File: src/ntpe_cfg.svh
// Offsets, field positions and reset values of the port event and PM logic
`ifndef NTPE_CFG_SVH
`define NTPE_CFG_SVH
`define NTPE_OFF_CMD 13'h0004
`define NTPE_OFF_LCMD 13'h1004
`define NTPE_OFF_IOCTL 13'h01c8
`define NTPE_OFF_LIOCTL 13'h11c8
`define NTPE_OFF_ROMSZ 13'h0268
`define NTPE_OFF_INGR 13'h0660
`define NTPE_OFF_TCX 13'h0960
`define NTPE_OFF_EVST 13'h0fe0
`define NTPE_OFF_EVMK 13'h0fe4
`define NTPE_OFF_DBST 13'h01f0
`define NTPE_OFF_DBMK 13'h01f4
`define NTPE_OFF_MODE 13'h01f8
`define NTPE_OFF_PMC 13'h01fc
`define NTPE_BIT_INTDIS 10
`define NTPE_BIT_IO_DB 7
`define NTPE_BIT_IO_ERR 5
`define NTPE_BIT_ROMSZ 16
`define NTPE_BIT_ROMVIRT 23
`define NTPE_BIT_PM_LDOWN 16
`define NTPE_BIT_PM_L23 17
`define NTPE_RST_EVMK 4'hf
`define NTPE_RST_DBMK 2'h3
`define NTPE_DSTATE_SLEEP 2'h3
`define NTPE_MAX_DS 8
`endif

File: src/ntpe_pkg.sv
// Types of the port event and PM logic
`default_nettype none
package ntpe_pkg;
    typedef enum logic [2:0] {
        NTPE_MWR = 3'h0,
        NTPE_MRD = 3'h1,
        NTPE_CPL = 3'h2,
        NTPE_CFG = 3'h3,
        NTPE_MSG_INTX = 3'h4,
        NTPE_MSG_UERR = 3'h5,
        NTPE_MSG_OTHER = 3'h6
    } ntpe_kind_t;
    typedef enum logic [3:0] {
        NTPE_PM_IDLE = 4'h1,
        NTPE_PM_DRAIN = 4'h2,
        NTPE_PM_ACK = 4'h4,
        NTPE_PM_L23 = 4'h8
    } ntpe_pm_t;
    typedef enum logic [2:0] {
        NTPE_UP_IDLE = 3'h1,
        NTPE_UP_WAIT = 3'h2,
        NTPE_UP_ACK = 3'h4
    } ntpe_up_t;
    typedef struct packed {
        logic cmd_virt_intdis;
        logic cmd_link_intdis;
        logic io_virt_db;
        logic io_virt_err;
        logic io_link_db;
        logic rom_32k;
        logic rom_virt;
        logic [2:0] tc_prog;
        logic [3:0] ev_stat;
        logic [3:0] ev_mask;
        logic [1:0] db_stat;
        logic [1:0] db_mask;
        logic [1:0] msi_en;
        logic [1:0] d_state;
        logic [1:0] aspm_link;
        logic [1:0] aspm_virt;
        logic link_down_q;
        logic [31:0] rdata;
        logic tlp_vld;
        logic [2:0] tlp_tc;
        logic tlp_drop;
        logic malformed;
        logic virt_intx;
        logic link_intx;
        logic virt_msi;
        logic link_msi;
        logic virt_msi_lvl;
        logic link_msi_lvl;
        logic wired_n;
        ntpe_pm_t pm_st;
        logic pme_ack;
        ntpe_up_t up_st;
        logic bcast;
        logic up_ack;
        logic [7:0] ds_acks;
    } ntpe_state_t;
endpackage : ntpe_pkg
`default_nettype wire

File: src/ntpe_tc_xlate.sv
// Traffic class rewrite for one header
`timescale 1ns/1ns
`default_nettype none
module ntpe_tc_xlate (
    // Header in
    input wire ntpe_pkg::ntpe_kind_t kind_i,
    input wire logic [2:0] tc_i,
    input wire logic [2:0] prog_i,
    // Header out
    output logic [2:0] tc_o
);
    import ntpe_pkg::*;
    always_comb begin
        tc_o = tc_i;
        case (kind_i)
            // A programmed class of zero leaves writes and reads untouched
            NTPE_MWR: begin
                if (prog_i != 3'h0) tc_o = prog_i;
            end
            NTPE_MRD: begin
                if (prog_i != 3'h0) tc_o = prog_i;
            end
            NTPE_CPL: begin
                tc_o = 3'h0;
            end
            default: begin
                tc_o = tc_i;
            end
        endcase
    end
endmodule : ntpe_tc_xlate
`default_nettype wire

File: src/ntpe_top.sv
// Interrupt, traffic class, PM and ROM control of the nontransparent port
//
// Design decision made here: the plain strobed port.
`timescale 1ns/1ns
`default_nettype none
`include "ntpe_cfg.svh"
// How it works
// - Posted writes take programmed nonzero traffic class
// - Reads take programmed class; completions return TC0
// - Link side ASPM L0s/L1; virtual never sleeps
// - Sleep state requests L1, drops non-cfg/msg
// - Turn-off acked only once upstream queue empty
// - After ack, request L2/L3 ready state
// - Upstream broadcasts turn-off, aggregates all acks
// - Virtual endpoint never enters L1
// - No PME generation; no slot power messages
// - ROM on link by default, never both
// - ROM size bit selects 16 or 32 KB
// - Received INTx message counts as malformed
// - Five virtual sources, all masked after reset
// - Per source, INTx, MSI, wired pin mutually exclusive
// - Bits 7/5 route doorbell/errors to pin
// - Disable, mask, link down, clear drop interrupt
// - Bridge secondary reset drops virtual interrupt
// - Correctable error sets status bit 0
// - Uncorrectable error sets status bit 1
// - Both link-down edges set bit 2
// - Uncorrectable error message sets bit 3
// - Link side interrupts only for doorbells
module ntpe_top #(
    parameter int DS_PORTS = 3
) (
    // Clock and reset
    input wire logic CLK_SYS_I,
    input wire logic RESETN_I,
    // Register port
    input wire logic [12:0] REG_ADDR_I,
    input wire logic [31:0] REG_WDATA_I,
    input wire logic REG_WR_I,
    input wire logic REG_RD_I,
    output logic [31:0] REG_RDATA_O,
    // Header stream
    input wire logic TLP_VLD_I,
    input wire ntpe_pkg::ntpe_kind_t TLP_KIND_I,
    input wire logic [2:0] TLP_TC_I,
    output logic TLP_VLD_O,
    output logic [2:0] TLP_TC_O,
    output logic TLP_DROP_O,
    output logic MALFORMED_O,
    // Event sources
    input wire logic LS_CORR_ERR_I,
    input wire logic LS_UNCORR_ERR_I,
    input wire logic LINK_LAYER_DOWN_STATE_I,
    input wire logic HOT_RESET_I,
    input wire logic BRIDGE_MODE_I,
    input wire logic SEC_BUS_RESET_I,
    input wire logic VIRT_DOORBELL_I,
    input wire logic LINK_DOORBELL_I,
    // Interrupt outputs
    output logic VIRT_INTX_O,
    output logic VIRT_MSI_O,
    output logic LINK_INTX_O,
    output logic LINK_MSI_O,
    output logic WIRED_INTERRUPT_OUT_N_O,
    // Power management
    input wire logic PME_TURN_OFF_I,
    input wire logic UPSTREAM_PENDING_I,
    input wire logic UP_TURN_OFF_I,
    input wire logic UP_PENDING_I,
    input wire logic [`NTPE_MAX_DS-1:0] DS_ACK_I,
    output logic PME_TO_ACK_O,
    output logic L23_REQ_O,
    output logic L1_REQ_O,
    output logic ASPM_L0S_EN_O,
    output logic ASPM_L1_EN_O,
    output logic BCAST_TURN_OFF_O,
    output logic UP_PME_TO_ACK_O,
    // Expansion ROM
    output logic ROM_VIRT_EN_O,
    output logic ROM_LINK_EN_O,
    output logic ROM_SIZE_32K_O
);
    import ntpe_pkg::*;

    if (DS_PORTS < 1 || DS_PORTS > `NTPE_MAX_DS) begin : g_bad_ports
        $error("DS_PORTS must lie between 1 and 8");
    end

    // Bit for each downstream port that must answer
    localparam logic [7:0] DS_MASK = 8'((9'h1 << DS_PORTS) - 9'h1);

    ntpe_state_t s;
    ntpe_state_t next_s;
    logic [2:0] xl_tc;
    logic wr_hit_evst;
    logic virt_db_act;
    logic virt_ev_act;
    logic virt_gate;
    logic link_db_act;
    logic link_gate;
    logic virt_soft;
    logic link_soft;
    logic all_acked;
    logic sleep;

    ntpe_tc_xlate u_tc (
        .kind_i(TLP_KIND_I),
        .tc_i(TLP_TC_I),
        .prog_i(s.tc_prog),
        .tc_o(xl_tc)
    );

    always_comb begin
        next_s = s;
        sleep = (s.d_state == `NTPE_DSTATE_SLEEP);
        wr_hit_evst = REG_WR_I && (REG_ADDR_I == `NTPE_OFF_EVST);
        // Register writes
        if (REG_WR_I) begin
            case (REG_ADDR_I)
                `NTPE_OFF_CMD: next_s.cmd_virt_intdis = REG_WDATA_I[`NTPE_BIT_INTDIS];
                `NTPE_OFF_LCMD: next_s.cmd_link_intdis = REG_WDATA_I[`NTPE_BIT_INTDIS];
                `NTPE_OFF_IOCTL: begin
                    next_s.io_virt_db = REG_WDATA_I[`NTPE_BIT_IO_DB];
                    next_s.io_virt_err = REG_WDATA_I[`NTPE_BIT_IO_ERR];
                end
                `NTPE_OFF_LIOCTL: next_s.io_link_db = REG_WDATA_I[`NTPE_BIT_IO_DB];
                `NTPE_OFF_ROMSZ: next_s.rom_32k = REG_WDATA_I[`NTPE_BIT_ROMSZ];
                `NTPE_OFF_INGR: next_s.rom_virt = REG_WDATA_I[`NTPE_BIT_ROMVIRT];
                `NTPE_OFF_TCX: next_s.tc_prog = REG_WDATA_I[2:0];
                `NTPE_OFF_EVMK: next_s.ev_mask = REG_WDATA_I[3:0];
                `NTPE_OFF_DBMK: next_s.db_mask = REG_WDATA_I[1:0];
                `NTPE_OFF_MODE: next_s.msi_en = REG_WDATA_I[1:0];
                `NTPE_OFF_PMC: begin
                    next_s.d_state = REG_WDATA_I[1:0];
                    next_s.aspm_link = REG_WDATA_I[3:2];
                    next_s.aspm_virt = REG_WDATA_I[5:4];
                end
                default: begin
                end
            endcase
        end
        // Sticky event bits; a set in the clearing cycle wins
        next_s.link_down_q = LINK_LAYER_DOWN_STATE_I;
        next_s.ev_stat = s.ev_stat & ~(wr_hit_evst ? REG_WDATA_I[3:0] : 4'h0);
        if (LS_CORR_ERR_I) next_s.ev_stat[0] = 1'b1;
        if (LS_UNCORR_ERR_I) next_s.ev_stat[1] = 1'b1;
        if (LINK_LAYER_DOWN_STATE_I != s.link_down_q) next_s.ev_stat[2] = 1'b1;
        if (TLP_VLD_I && TLP_KIND_I == NTPE_MSG_UERR) next_s.ev_stat[3] = 1'b1;
        // Doorbells: writing one clears, the request wins
        next_s.db_stat = s.db_stat;
        if (REG_WR_I && REG_ADDR_I == `NTPE_OFF_DBST) begin
            next_s.db_stat = s.db_stat & ~REG_WDATA_I[1:0];
        end
        if (VIRT_DOORBELL_I) next_s.db_stat[0] = 1'b1;
        if (LINK_DOORBELL_I) next_s.db_stat[1] = 1'b1;
        // Interrupt routing for the virtual and link sides
        virt_db_act = s.db_stat[0] & ~s.db_mask[0];
        virt_ev_act = |(s.ev_stat & ~s.ev_mask);
        virt_gate = ~s.cmd_virt_intdis & ~LINK_LAYER_DOWN_STATE_I & ~HOT_RESET_I
                  & ~(BRIDGE_MODE_I & SEC_BUS_RESET_I);
        // Each source goes to the pin or to messages, never both
        virt_soft = virt_gate & ((virt_db_act & ~s.io_virt_db)
                  | (virt_ev_act & ~s.io_virt_err));
        link_db_act = s.db_stat[1] & ~s.db_mask[1];
        link_gate = ~s.cmd_link_intdis & ~LINK_LAYER_DOWN_STATE_I & ~HOT_RESET_I;
        link_soft = link_gate & link_db_act & ~s.io_link_db;
        next_s.virt_intx = virt_soft & ~s.msi_en[0];
        next_s.link_intx = link_soft & ~s.msi_en[1];
        next_s.virt_msi_lvl = virt_soft & s.msi_en[0];
        next_s.link_msi_lvl = link_soft & s.msi_en[1];
        // MSI is an edge: one message per newly pending interrupt
        next_s.virt_msi = virt_soft & s.msi_en[0] & ~s.virt_msi_lvl;
        next_s.link_msi = link_soft & s.msi_en[1] & ~s.link_msi_lvl;
        next_s.wired_n = ~((virt_gate & ((virt_db_act & s.io_virt_db)
                       | (virt_ev_act & s.io_virt_err)))
                       | (link_gate & link_db_act & s.io_link_db));
        // Header path
        next_s.tlp_vld = TLP_VLD_I;
        next_s.tlp_tc = xl_tc;
        next_s.malformed = TLP_VLD_I && TLP_KIND_I == NTPE_MSG_INTX;
        next_s.tlp_drop = 1'b0;
        if (TLP_VLD_I) begin
            case (TLP_KIND_I)
                NTPE_MWR, NTPE_MRD, NTPE_CPL: next_s.tlp_drop = sleep;
                NTPE_MSG_INTX, NTPE_MSG_UERR: next_s.tlp_drop = 1'b1;
                default: next_s.tlp_drop = 1'b0;
            endcase
        end
        // Link endpoint turn-off handshake; no PME message is ever made
        next_s.pme_ack = 1'b0;
        case (s.pm_st)
            NTPE_PM_IDLE: begin
                if (PME_TURN_OFF_I) next_s.pm_st = NTPE_PM_DRAIN;
            end
            NTPE_PM_DRAIN: begin
                if (!UPSTREAM_PENDING_I) begin
                    next_s.pm_st = NTPE_PM_ACK;
                    next_s.pme_ack = 1'b1;
                end
            end
            NTPE_PM_ACK: begin
                next_s.pm_st = NTPE_PM_L23;
            end
            NTPE_PM_L23: begin
                if (LINK_LAYER_DOWN_STATE_I) next_s.pm_st = NTPE_PM_IDLE;
            end
            default: begin
                next_s.pm_st = NTPE_PM_IDLE;
            end
        endcase
        if (HOT_RESET_I) next_s.pm_st = NTPE_PM_IDLE;
        // Upstream port aggregation; the virtual endpoint answers at once
        all_acked = &(s.ds_acks | ~DS_MASK);
        next_s.bcast = 1'b0;
        next_s.up_ack = 1'b0;
        case (s.up_st)
            NTPE_UP_IDLE: begin
                if (UP_TURN_OFF_I) begin
                    next_s.up_st = NTPE_UP_WAIT;
                    next_s.bcast = 1'b1;
                    next_s.ds_acks = 8'h00;
                end
            end
            NTPE_UP_WAIT: begin
                next_s.ds_acks = s.ds_acks | DS_ACK_I;
                if (all_acked && !UP_PENDING_I) begin
                    next_s.up_st = NTPE_UP_ACK;
                    next_s.up_ack = 1'b1;
                end
            end
            NTPE_UP_ACK: begin
                next_s.up_st = NTPE_UP_IDLE;
            end
            default: begin
                next_s.up_st = NTPE_UP_IDLE;
            end
        endcase
        // Register read, answered in the next cycle
        next_s.rdata = 32'h0000_0000;
        if (REG_RD_I) begin
            case (REG_ADDR_I)
                `NTPE_OFF_CMD: next_s.rdata[`NTPE_BIT_INTDIS] = s.cmd_virt_intdis;
                `NTPE_OFF_LCMD: next_s.rdata[`NTPE_BIT_INTDIS] = s.cmd_link_intdis;
                `NTPE_OFF_IOCTL: begin
                    next_s.rdata[`NTPE_BIT_IO_DB] = s.io_virt_db;
                    next_s.rdata[`NTPE_BIT_IO_ERR] = s.io_virt_err;
                end
                `NTPE_OFF_LIOCTL: next_s.rdata[`NTPE_BIT_IO_DB] = s.io_link_db;
                `NTPE_OFF_ROMSZ: next_s.rdata[`NTPE_BIT_ROMSZ] = s.rom_32k;
                `NTPE_OFF_INGR: next_s.rdata[`NTPE_BIT_ROMVIRT] = s.rom_virt;
                `NTPE_OFF_TCX: next_s.rdata[2:0] = s.tc_prog;
                `NTPE_OFF_EVST: next_s.rdata[3:0] = s.ev_stat;
                `NTPE_OFF_EVMK: next_s.rdata[3:0] = s.ev_mask;
                `NTPE_OFF_DBST: next_s.rdata[1:0] = s.db_stat;
                `NTPE_OFF_DBMK: next_s.rdata[1:0] = s.db_mask;
                `NTPE_OFF_MODE: next_s.rdata[1:0] = s.msi_en;
                `NTPE_OFF_PMC: begin
                    next_s.rdata[5:0] = {s.aspm_virt, s.aspm_link, s.d_state};
                    next_s.rdata[`NTPE_BIT_PM_LDOWN] = s.link_down_q;
                    next_s.rdata[`NTPE_BIT_PM_L23] = (s.pm_st == NTPE_PM_L23);
                end
                default: begin
                end
            endcase
        end
    end

    always_ff @(posedge CLK_SYS_I or negedge RESETN_I) begin
        if (!RESETN_I) begin
            s <= '0;
            s.ev_mask <= `NTPE_RST_EVMK;
            s.db_mask <= `NTPE_RST_DBMK;
            s.wired_n <= 1'b1;
            s.pm_st <= NTPE_PM_IDLE;
            s.up_st <= NTPE_UP_IDLE;
        end else begin
            s <= next_s;
        end
    end

    assign REG_RDATA_O = s.rdata;
    assign TLP_VLD_O = s.tlp_vld;
    assign TLP_TC_O = s.tlp_tc;
    assign TLP_DROP_O = s.tlp_drop;
    assign MALFORMED_O = s.malformed;
    assign VIRT_INTX_O = s.virt_intx;
    assign VIRT_MSI_O = s.virt_msi;
    assign LINK_INTX_O = s.link_intx;
    assign LINK_MSI_O = s.link_msi;
    assign WIRED_INTERRUPT_OUT_N_O = s.wired_n;
    assign PME_TO_ACK_O = s.pme_ack;
    assign L23_REQ_O = (s.pm_st == NTPE_PM_L23);
    // Only the link side has a physical link to sleep; the virtual bits are stored only
    assign L1_REQ_O = (s.d_state == `NTPE_DSTATE_SLEEP);
    assign ASPM_L0S_EN_O = s.aspm_link[0];
    assign ASPM_L1_EN_O = s.aspm_link[1];
    assign BCAST_TURN_OFF_O = s.bcast;
    assign UP_PME_TO_ACK_O = s.up_ack;
    assign ROM_VIRT_EN_O = s.rom_virt;
    assign ROM_LINK_EN_O = ~s.rom_virt;
    assign ROM_SIZE_32K_O = s.rom_32k;
endmodule : ntpe_top
`default_nettype wire

File: config.mk
export PLATFORM = sky130hd
export DESIGN_NAME = ntpe_top
export DESIGN_NICKNAME = d
export VERILOG_FILES = /design/src/ntpe_pkg.sv /design/src/ntpe_tc_xlate.sv /design/src/ntpe_top.sv
export VERILOG_INCLUDE_DIRS = /design/src
export SDC_FILE = /design/constraint.sdc
export NUM_CORES = 1
export LEC_CHECK = 0
export BUFFER_PORTS_ARGS = -buffer_cell sky130_fd_sc_hd__clkbuf_2
export CAP_MARGIN = 20
export CORE_MARGIN = 1
export CORE_UTILIZATION = 49
export DETAILED_ROUTE_END_ITERATION = 10
export GPL_TIMING_DRIVEN = 0
export MAX_ROUTING_LAYER = met4
export PLACE_DENSITY = 0.8
export SYNTH_ARGS = -nofsm -noshare
export SYNTH_HDL_FRONTEND = slang
export SYNTH_SLANG_ARGS = --single-unit
File: constraint.sdc
create_clock -name CLK_SYS_I -period 1.6 [get_ports CLK_SYS_I]
set_input_delay 0.24 -clock CLK_SYS_I [delete_from_list [all_inputs] [get_ports CLK_SYS_I]]
set_output_delay 0.24 -clock CLK_SYS_I [all_outputs]
set_load 0.02 [all_outputs]
# Word-level counts from Yosys, hierarchy flattened
# Index checks and enable logic that the tools add are counted.
[classes]
eq_ne = 30
muxes = 41
bitwise_logic = 49
reduce_logical = 30
[op_table]
columns = ["operator", "n"]
rows = [
  ["13-bit by 9-bit == test with 1-bit output, second input constant", 5],
  ["13-bit by 12-bit == test with 1-bit output, second input constant", 3],
  ["13-bit == test, second input constant", 2],
  ["2-bit AND reduction", 13],
  ["1-bit bitwise AND", 23],
  ["4-bit 2-to-1 mux", 5],
  ["1-bit 2-to-1 mux", 17],
  ["1-bit inverter", 16],
  ["4-bit one-hot mux with 4 select lines", 1],
  ["8-bit one-hot mux with 2 select lines", 1],
  ["2-bit one-hot mux with 7 select lines", 1],
  ["13-bit by 10-bit == test with 1-bit output, second input constant", 1],
  ["13-bit by 11-bit == test with 1-bit output, second input constant", 1],
  ["13-bit by 3-bit == test with 1-bit output, second input constant", 1],
  ["3-bit one-hot mux with 2 select lines", 2],
  ["1-bit one-hot mux with 2 select lines", 5],
  ["3-bit != test, second input constant", 3],
  ["4-bit bitwise AND", 2],
  ["8-bit 2-to-1 mux", 1],
  ["4-bit inverter", 2],
  ["8-bit bitwise OR", 1],
  ["3-bit by 1-bit == test with 1-bit output, second input constant", 2],
  ["3-bit by 2-bit == test with 1-bit output, second input constant", 2],
  ["3-bit == test, second input constant", 2],
  ["25 further kinds", 38],
]
[word_totals]
ff_bits = 73
input_bits = 76
out_inout_bits = 53
wordCells = 186

# Logic depth before layout (Yosys ltp)
# Gate-level depths: netlist of run 1.
[depth]
word_depth = 8
mapped_depth = 5
ltp_nobuf = 4

# Hierarchy
# Synthesis of run 1 repeated with hierarchy kept, for this count alone.
[hier_totals]
hier_cells = 317
hier_area_um2 = 3427.0
[modules_own_cells]
columns = ["module", "instances", "cells_per_inst", "area_each_um2", "seq_area_each_um2"]
rows = [
  ["ntpe_top", 1, 308, 3360.7, 1712.9],
  ["ntpe_tc_xlate", 1, 9, 66.3, 0.0],
]

# Worst setup path after synthesis of run 1
# Ideal clock, no wire load.
[synth_timing]
path_kind = "input-to-reg"
start = "in REG_ADDR_I[9]"
end = "reg s[73] in the netlist's numbering"
setup_time_ns = 0.082
arrival_time_ns = 1.608
required_time_ns = 1.518
setup_slack_ns = -0.091
cell_stages = 4
path_cell_list = "or3_1 > nor4_1 > and2_1 > mux2_2"
[synth_via]
elab_chain_cells = 2
[synth_lines]
columns = ["item", "line_no", "source"]
rows = [
  ["from (decl)", "ntpe_top.sv:37", "input wire logic [12:0] REG_ADDR_I,"],
  ["13-bit by 9-bit == test with 1-bit output", "ntpe_top.sv:119", "case (REG_ADDR_I)"],
  ["2-bit AND reduction (no source line)", "n/a", ""],
  ["to (signal assigned)", "ntpe_top.sv:277", "s <= next_s;"],
  ["to (decl)", "ntpe_top.sv:92", "ntpe_state_t s;"],
]
# No other way between the ends.
# A chain may end at the register's enable or synchronous reset.

# Worst setup path in the final report of run 1
[layout_timing]
start = "reg s[15] in the netlist's numbering"
end = "out L23_REQ_O"
[layout_via]
elab_chain_cells = 1
[layout_lines]
columns = ["item", "line_no", "source"]
rows = [
  ["4-bit == test", "ntpe_top.sv:292", "assign L23_REQ_O = (s.pm_st == NTPE_PM_L23);"],
  ["to (decl)", "ntpe_top.sv:72", "output logic L23_REQ_O,"],
]
# No other way between the ends.

==> results.md, run 1 <==
- Outcome: finished, final reports clean
- Nets: 498
- Die width: 85.9 um
- Pre-CTS setup slack: -525 ps
- Initial drt markers: 170
- Layout Area Growth over Synthesis: 26.2%
- Period utilization: 0.996
- Post-Route Skew: 11.3 ps
- Yosys reg bits: 68
- Post-synth EDFFs: 0
- Synth Warn #: 0
- VDD IR max: roughly 550 uV
- Vias in the first global route: between 2k and 3k
- Clock sinks: 68
- Largest stage delay, worst path: 450 ps
- Arrival time at the worst endpoint: 1350 ps
- Hold Crit Class: input pin to flip-flop
- Synth Area per Inst: ~11 sq um
- Reg clk slew, reported paths: 80 ps
- Standard-cell rows: 30
- Mapped Area: between 3000 and 4000 sq um
- Crit path launch type: flip-flop
- Setup violators final: 0
- WL per Instance: 14.8 um
- Relative slew slack: 0.394
- Final Hold Vio Count: 0
- Worst Tran Pin Value: 909 ps
- Synth async-reset ratio: 1.00
- H-tree depth: 3
- Critical path, cell by cell: nor3_2 > and2_4 > clkbuf_4
- TritonCTS buffer count: 9
- Final Critical Period: 1590 ps
- FMAX: 627 MHz
- Commonest non-fill, non-tap cell in the layout: clkbuf_2
- Area after DPL: 4050 sq um
- Drt total wl: between 7 and 8 mm
- Via count: 2672
- Initial Utilization: 0.508
- Remaining routing DRC violations: 0
- Fin area: 4350 sq um
- Final Util: 0.641
- Post-DP HPWL: roughly 5.7 mm
- Antenna diodes: 0
- Slowest CP cell: dfrtp_2
- Initial antenna violation count: 0
- Worst skew pair latency: 350 ps
- IO Port Bufs: 77
- Gpl congestion: between 0.8 and 0.9
- Clock Tree Root: clkbuf_8
- PwrDens: around 970 nW/um^2
- Drt first pass iters: 4
- Slew Limit Fails: 0
- Crit path max-delay family: flip-flops
- Post-Layout Cell Count: 523
- Worst Path Buf+Inv: 1
- Most used DFF post-synth: dfrtp_1
- Routed Antenna Nets: 0
- Leakage: 0.00215 uW
- Via density: around 5.1
- CTS Buffer Depth: 2
- Die Y: around 86 um
- Crit path kind: flip-flop to primary output
- Most frequent cells in the layout: clkbuf_2, dfrtp_1, buf_4, mux2_2, nor2_1
- Crit path required time: 1360 ps
- Layout cell share with drive strength beyond 1: 0.436
- CP Capture Type: primary output
- Cell variety after synth: between 50 and 60
- Inst Count DP: 505
- First-pass GRT wire length: 12.6 mm
- Final worst setup slack: about 5.8 ps
- CTS tree: done
- Largest net degree at the start of global routing: 69
- R2R Setup Slk: 150 ps
- Min Hold Slack: 29.2 ps
- Num ports: around 130
- CP Max Fanout: 7
- Grt ovf: 0
- Max_cap viols: 0
- Total GRT Usage: 0.233
- Post-synthesis sequential area ratio: 0.497
- Core region area: 6790 sq um
- Post-synthesis cell count: 312
- Die Area: approximately 7400 sq um
- RSZ-0062 raised after global routing: yes
metal layers:
| metal | global-route usage | up-vias | wire length [um] |
|---|---|---|---|
| met5 | - | - | 0 |
| met4 | 0.0924 | 0 | 119 |
| met3 | 0.0510 | 13 | 409 |
| met2 | 0.353 | 87 | 3800 |
| met1 | 0.307 | 1254 | 3430 |
| li1 | - | 1318 | - |
cells by family (layout without fill, tap and decap cells):
kind of cell           Yosys count  in the layout  share of synthesized area
AO/OA/AOI/OAI                   43             43                     0.0842
XOR/XNOR                         2              2                    0.00508
buffers and inverters           49            144                     0.0922
flip-flops                      68             68                      0.497
multiplexers                    30             30                      0.103
other                            1             21                    0.00109
AND/OR/NAND/NOR                119            119                      0.218
final timing paths:
kind                       startpoint           to  cells past startpoint
setup / recovery                s[15]    L23_REQ_O                      3
hold / removal              TLP_VLD_I    TLP_VLD_O                      1
setup reg to reg                s[14]        s[15]                      5
hold reg to reg                 s[19]   LINK_MSI_O                      1
max in group asynchronous    RESETN_I        s[15]                      1
min in group asynchronous    RESETN_I  TLP_TC_O[1]                      1
cell type report:
cell class                 count  area (sq um)
buffer                        40           288
timing repair buffer          80           413
fill                         558          2440
inverter                       8          30.0
clock inverter                 6          86.3
multi-input combinational    215          1560
tap                           96           120
sequential                    68          1710
clock buffer                  10           138
state kept, by name, indices dropped and copies added, names as in the netlist:
register and flops:
ROM_SIZE_32K_O 1, PME_TO_ACK_O 1, MALFORMED_O 1, s 39, TLP_DROP_O 1, REG_RDATA_O 11, UP_PME_TO_ACK_O 1, LINK_INTX_O 1
ASPM_L0S_EN_O 1, VIRT_INTX_O 1, ROM_VIRT_EN_O 1, TLP_TC_O 3, VIRT_MSI_O 1, ASPM_L1_EN_O 1, LINK_MSI_O 1, TLP_VLD_O 1
BCAST_TURN_OFF_O 1, WIRED_INTERRUPT_OUT_N_O 1
synthesized netlist by cell type (3+ instances only):
| cell type | number | area [sq um] |
|---|---|---|
| nand3_1 | 14 | 70.1 |
| a21o_1 | 6 | 45.0 |
| clkbuf_1 | 4 | 15.0 |
| nor2_1 | 23 | 86.3 |
| dfrtp_1 | 59 | 1480 |
| mux2_2 | 23 | 259 |
| o21ai_0 | 7 | 35.0 |
| a21oi_1 | 11 | 55.1 |
| nand2_1 | 8 | 30.0 |
| and2_1 | 4 | 25.0 |
| a22o_1 | 5 | 43.8 |
| nor3b_1 | 3 | 22.5 |
| nand4_1 | 7 | 43.8 |
| dfstp_2 | 9 | 236 |
| nor3_1 | 10 | 50.1 |
| buf_4 | 35 | 263 |
| nand3b_1 | 4 | 30.0 |
| and3_1 | 7 | 43.8 |
| nor4b_1 | 5 | 43.8 |
| nand2b_1 | 7 | 43.8 |
| mux2i_1 | 5 | 50.1 |
| nor4_1 | 4 | 25.0 |
| inv_1 | 8 | 30.0 |
| or3_1 | 5 | 31.3 |
stage by stage:
step	TNS, ps	power (uW)
6_report	0	4210
5_1_grt	-85.8	4410
4_1_cts	0	4230
3_5_place_dp	-11070	2620
3_3_place_gp	-17310	2570
2_1_floorplan	0	2370
power breakdown:
| part | switching (uW) | leakage [uW] | internal, uW |
|---|---|---|---|
| logic | 429 | 0.00117 | 289 |
| clock network | 659 | 0.000113 | 919 |
| registers | 77.4 | 0.000869 | 1840 |
what timing repair did:
action,CTS,global route
hold buffers,0,0
endpoints found under the setup margin,19,15
setup buffers,2,1
pin swaps,1,2
resized for setup,8,5
Power figures use the tool's default switching activity.
==> inputs of run 2 (changes only) <==
- RECOVER_POWER: unset -> 50
==> results.md, run 2 (synthesis gave the netlist of run 1 again) <==
- Initial drt markers: 174 (was 170)
- TritonCTS buffer count: 9 (unchanged)
- CP Capture Type: primary output (unchanged)
- Initial Utilization: 0.508 (unchanged)
- Hold Crit Depth: 1 (unchanged)
- Slowest CP cell: dfrtp_2 (unchanged)
- Standard-cell rows: 30 (unchanged)
- Worst r2r src: s[14] (unchanged)
- Crit path launch type: flip-flop (unchanged)
- Routed Antenna Nets: 0 (unchanged)
- PwrDens: 969 nW/um^2 (was 968 nW/um^2)
- H-tree depth: 3 (unchanged)
- Worst Path Buf+Inv: 1 (unchanged)
- CTS Buffer Depth: 2 (unchanged)
- Final Critical Period: 1590 ps (about the same)
- Antenna diodes: 0 (unchanged)
- Crit path kind: flip-flop to primary output (unchanged)
- IO Port Bufs: 77 (unchanged)
- Number of flip-flops in the largest register: 39 (unchanged)
- Reg clk slew, reported paths: 80 ps (about the same)
- Via density: 5.10 (was 5.11)
- Die width: 85.9 um (unchanged)
- Final Util: 0.640 (was 0.641)
- Core region area: 6790 sq um (unchanged)
- Hold Path End: TLP_VLD_O (unchanged)
- Arrival time at the worst endpoint: 1350 ps (about the same)
- Initial antenna violation count: 0 (unchanged)
- Commonest non-fill, non-tap cell in the layout: clkbuf_2 (unchanged)
- Worst skew pair latency: 350 ps (about the same)
- Layout cell share with drive strength beyond 1: 0.422 (was 0.436)
- Most frequent cells in the layout: clkbuf_2, dfrtp_1, buf_4, mux2_2, nor2_1 (unchanged)
- Crit path required time: 1360 ps (about the same)
- Outcome: finished, final reports clean (unchanged)
- Clock sinks: 68 (unchanged)
- Grt ovf: 0 (unchanged)
- Final Hold Vio Count: 0 (unchanged)
- RSZ-0062 raised after global routing: yes (unchanged)
- Crit path max-delay family: flip-flops (unchanged)
- Remaining routing DRC violations: 0 (unchanged)
- Die Y: 85.9 um (unchanged)
- FMAX: 629 MHz (was 627 MHz)
- Reg-to-Reg End: s[15] (unchanged)
- Period utilization: 0.994 (was 0.996)
- Largest stage delay, worst path: 450 ps (about the same)
- Min-Delay Startpoint: TLP_VLD_I (unchanged)
- Post-Route Skew: 11.7 ps (was 11.3 ps)
- CTS tree: done (unchanged)
- Setup violators final: 0 (unchanged)
- Gpl congestion: 0.886 (unchanged)
- Clock Tree Root: clkbuf_8 (unchanged)
- Multi-input logic area: 1560 sq um (unchanged)
- Slew Limit Fails: 0 (unchanged)
- Max_cap viols: 0 (unchanged)
- Total GRT Usage: 0.233 (unchanged)
- Worst Tran Pin Value: 910 ps (was 909 ps)
- Critical path, cell by cell: nor3_2 > and2_4 > clkbuf_4 (unchanged)
- Drt first pass iters: 4 (unchanged)
- Die Area: 7380 sq um (unchanged)
- VDD IR max: 554 uV (was 555 uV)
- First-pass GRT wire length: 12.6 mm (unchanged)
- Relative slew slack: 0.394 (about the same)
- Vias in the first global route: 2623 (unchanged)
- Drt total wl: 7.78 mm (was 7.76 mm)
- Reg area: 1710 sq um (unchanged)
- WL per Instance: 14.9 um (was 14.8 um)
- Num ports: 129 (unchanged)
- Via count: 2666 (was 2672)
- Leakage: 0.00213 uW (was 0.00215 uW)
- Hold Crit Class: input pin to flip-flop (unchanged)
- Fill cell count: 561 (was 558)
- Reg with most FFs: s (unchanged)
- Worst R2R Path Depth: 5 (unchanged)
- Largest net degree at the start of global routing: 69 (unchanged)
- Post-DP HPWL: 5.67 mm (unchanged)
- R2R Setup Slk: 150 ps (about the same)
- CP Max Fanout: 7 (unchanged)
- Setup_tns: 0 ps (unchanged)
- Layout Area Growth over Synthesis: 26.0% (was 26.2%)
- Nets: 498 (unchanged)
[run 2: cell types whose count changed in the layout (fill, tap and decap cells not counted)]
cell      previous run  this run
clkbuf_1             2         7
dfstp_1              0         1
and2_0               0         1
dfstp_2              9         8
clkbuf_2            76        71
and2_1               4         3
[run 2: through the flow]
step / total power, uW / std cells / hold WS, ps / setup WS (ps) / cell area [sq um]
2_1_floorplan: 2370 / 332 / -55.6 / 9.09 / 3540
3_3_place_gp: 2570 / 505 / 381 / -458 / 4050
3_5_place_dp: 2620 / 505 / 385 / -525 / 4050
4_1_cts: 4230 / 522 / 17.5 / 13.4 / 4320
5_1_grt: 4410 / 523 / 28.1 / -50.6 / 4350
6_report: 4210 / 523 / 39.0 / 8.92 / 4350
[run 2: layer usage]
metal / vias up / wire length [um] / GRT usage
li1: 1316 / - / -
met1: 1251 / 3450 / 0.307
met2: 86 / 3790 / 0.353
met3: 13 / 418 / 0.0510
met4: 0 / 121 / 0.0924
met5: - / 0 / -
[run 2: worst reg2reg max path, stage by stage (launching register included)]
cell and delay, ps:
dfstp_2 550, buf_4 140, nor3b_1 180, o21ai_0 120, a21oi_2 190, mux2i_1 200
[run 2: how the worst max path moves through the flow]
stage,from,end,depth (start not counted)
2_1_floorplan,REG_ADDR_I[9],s[73],4
3_3_place_gp,REG_ADDR_I[10],s[64],6
3_5_place_dp,REG_ADDR_I[10],s[69],6
4_1_cts,REG_ADDR_I[10],s[64],6
5_1_grt,s[15],L23_REQ_O,3
6_report,s[15],L23_REQ_O,3
[run 2: cell type report]
type / instances / area share
plain buffers: 40 / 0.0662
clock buffers: 10 / 0.0317
clock inverters: 6 / 0.0199
inverters: 8 / 0.00691
multi-input cells: 215 / 0.360
flip-flops and latches: 68 / 0.394
well taps: 96 / 0.0276
repair buffers: 80 / 0.0936
[run 2: power breakdown]
group	internal, uW	switching [uW]
clock network	919	661
logic	287	431
registers	1840	77.3
total	3040	1170
[run 2: what timing repair did]
item | in CTS | in global routing
hold endpoints to repair | 0 | 0
setup buffers | 2 | 1
resized for setup | 8 | 5
hold buffers | 0 | 0
gates cloned | 0 | 0
setup endpoints to repair | 19 | 15
pin swaps | 1 | 2
==> inputs of run 3 (changes only) <==
- CELL_PAD_IN_SITES_DETAIL_PLACEMENT: unset -> 1
- CELL_PAD_IN_SITES_GLOBAL_PLACEMENT: unset -> 2
- CORE_UTILIZATION: 49 -> 30
- PLACE_DENSITY: 0.8 -> unset
- PLACE_DENSITY_LB_ADDON: unset -> 0.1
==> results.md, run 3 (synthesis gave the netlist of run 1 again) <==
- Initial Utilization: 0.313 (was 0.508)
- H-tree depth: 3 (unchanged)
- Routed met1 length: 4.27 mm (was 3.45 mm)
- Final worst setup slack: 51.5 ps (was 8.92 ps)
- Commonest non-fill, non-tap cell in the layout: clkbuf_2 (unchanged)
- Setup_tns: 0 ps (unchanged)
- Max_cap viols: 0 (unchanged)
- Largest net degree at the start of global routing: 44 (was 69)
- WL met2: 4.55 mm (was 3.79 mm)
- Worst R2R Path Depth: 3 (was 5)
- PwrDens: 1030 nW/um^2 (was 969 nW/um^2)
- Layout cell share with drive strength beyond 1: 0.413 (was 0.422)
- Final Power: 4640 uW (was 4210 uW)
- TritonCTS buffer count: 9 (unchanged)
- Gpl congestion: 0.791 (was 0.886)
- Worst Tran Pin Value: 663 ps (was 910 ps)
- CP Capture Type: primary output (unchanged)
- Largest stage delay, worst path: 600 ps (was 450 ps)
- FMAX: 646 MHz (was 629 MHz)
- Core region area: 11000 sq um (was 6790 sq um)
- Initial antenna violation count: 0 (unchanged)
- Remaining routing DRC violations: 0 (unchanged)
- Nets: 502 (was 498)
- IO Port Bufs: 77 (unchanged)
- CP Max Fanout: 7 (unchanged)
- Top layer in use: met4 (unchanged)
- Drt first pass iters: 4 (unchanged)
- Num ports: 129 (unchanged)
- WL per Instance: 16.5 um (was 14.9 um)
- Post-DP HPWL: 6.95 mm (was 5.67 mm)
- Setup violators final: 0 (unchanged)
- Leakage: 0.00219 uW (was 0.00213 uW)
- Reg with most FFs: s (unchanged)
- Slew Limit Fails: 0 (unchanged)
- Area after DPL: 4140 sq um (was 4050 sq um)
- DR WL met3: 422 um (was 418 um)
- Hold Crit Depth: 1 (unchanged)
- CTS tree: done (unchanged)
- Number of flip-flops in the largest register: 39 (unchanged)
- Relative slew slack: 0.558 (was 0.394)
- Standard-cell rows: 38 (was 30)
- Crit path launch type: flip-flop (unchanged)
- Fin area: 4510 sq um (was 4350 sq um)
- Worst path depth: 3 (unchanged)
- Vias in the first global route: 2783 (was 2623)
- Antenna diodes: 0 (unchanged)
- CTS Buffer Depth: 2 (unchanged)
- VDD IR max: 493 uV (was 554 uV)
- Die Y: 109 um (was 85.9 um)
- Reg clk slew, reported paths: 60 ps (was 80 ps)
- Clock sinks: 68 (unchanged)
- Worst Path Buf+Inv: 1 (unchanged)
- Final Critical Period: 1550 ps (was 1590 ps)
- Post-Route Skew: 9.06 ps (was 11.7 ps)
- Most frequent cells in the layout: clkbuf_2, dfrtp_1, buf_4, mux2_2, nor2_1 (unchanged)
- Total GRT Usage: 0.174 (was 0.233)
- Clock Tree Root: clkbuf_16 (was clkbuf_8)
- Slowest CP cell: dfstp_2 (was dfrtp_2)
- Arrival time at the worst endpoint: 1310 ps (was 1350 ps)
- Crit path max-delay family: flip-flops (unchanged)
- Routed Antenna Nets: 0 (unchanged)
- Die width: 109 um (was 85.9 um)
- Die Area: 11900 sq um (was 7380 sq um)
- Via density: 4.83 (was 5.10)
- RSZ-0062 raised after global routing: no (was yes)
- Final Util: 0.409 (was 0.640)
- Crit path kind: flip-flop to primary output (unchanged)
- Outcome: finished, final reports clean (unchanged)
- Crit path required time: 1360 ps (about the same)
- Hold Crit Class: input pin to flip-flop (unchanged)
- Via count: 2756 (was 2666)
- Final Hold Vio Count: 0 (unchanged)
- Worst skew pair latency: 330 ps (was 350 ps)
- Initial drt markers: 68 (was 174)
- Drt total wl: 9.42 mm (was 7.78 mm)
- First-pass GRT wire length: 14.9 mm (was 12.6 mm)
- Pre-CTS setup slack: -701 ps (was -525 ps)
- Critical path, cell by cell: nor3_2 > and2_4 > buf_4 (was nor3_2 > and2_4 > clkbuf_4)
- Layout Area Growth over Synthesis: 30.9% (was 26.0%)
- Period utilization: 0.968 (was 0.994)
- Grt ovf: 0 (unchanged)
[run 3: cell types whose count changed in the layout (fill, tap and decap cells not counted), moves of 2 or more]
cell	change
clkbuf_16	+9
clkbuf_8	-8
clkbuf_1	+5
buf_4	+3
clkbuf_2	-3
clkbuf_4	-2
[run 3: worst reg2reg max path, cell delays in order (launching register included)]
cell	delay (ps)
dfstp_2	540
mux4_2	230
nor4b_1	440
o21a_1	210
[run 3: through the flow]
| stage | hold slack, ps | std cells |
|---|---|---|
| after floorplan | -55.6 | 332 |
| after global placement | 387 | 549 |
| after detailed placement | 222 | 550 |
| after CTS | 40.2 | 569 |
| after global routing | 53.0 | 571 |
| final | 62.8 | 571 |
[run 3: final cells by class]
cell class,count,area (sq um)
fill,1249,6520
sequential,68,1710
multi-input combinational,215,1570
timing repair buffer,84,435
buffer,40,288
clock buffer,12,256
tap,140,175
clock inverter,4,47.5
inverter,8,30.0
[run 3: final timing paths]
check	from	to	slack, ps
worst min register to register	s[19]	LINK_MSI_O	400
worst max-delay path	s[14]	L23_REQ_O	50
max in group asynchronous	RESETN_I	s[73]	260
worst max register to register	s[72]	REG_RDATA_O[0]	120
min in group asynchronous	RESETN_I	REG_RDATA_O[17]	470
worst min-delay path	TLP_VLD_I	TLP_VLD_O	60
[run 3: what timing repair did]
item | in CTS | in global routing
hold buffers | 1 | 0
buffers inserted | 3 | 2
pin swaps | 2 | 1
gates resized for setup | 11 | 4
setup endpoints to repair | 26 | 7
hold endpoints to repair | 23 | 0
[run 3: metal layers]
metal / vias up / GRT usage
li1: 1314 / -
met1: 1353 / 0.223
met2: 79 / 0.270
met3: 10 / 0.0293
met4: 0 / 0.0781
met5: - / -
[run 3: report_power, final]
| part | internal [uW] | switching [uW] | total, uW |
|---|---|---|---|
| registers | 1840 | 81.5 | 1920 |
| clock network | 1290 | 718 | 2000 |
| logic | 287 | 426 | 713 |
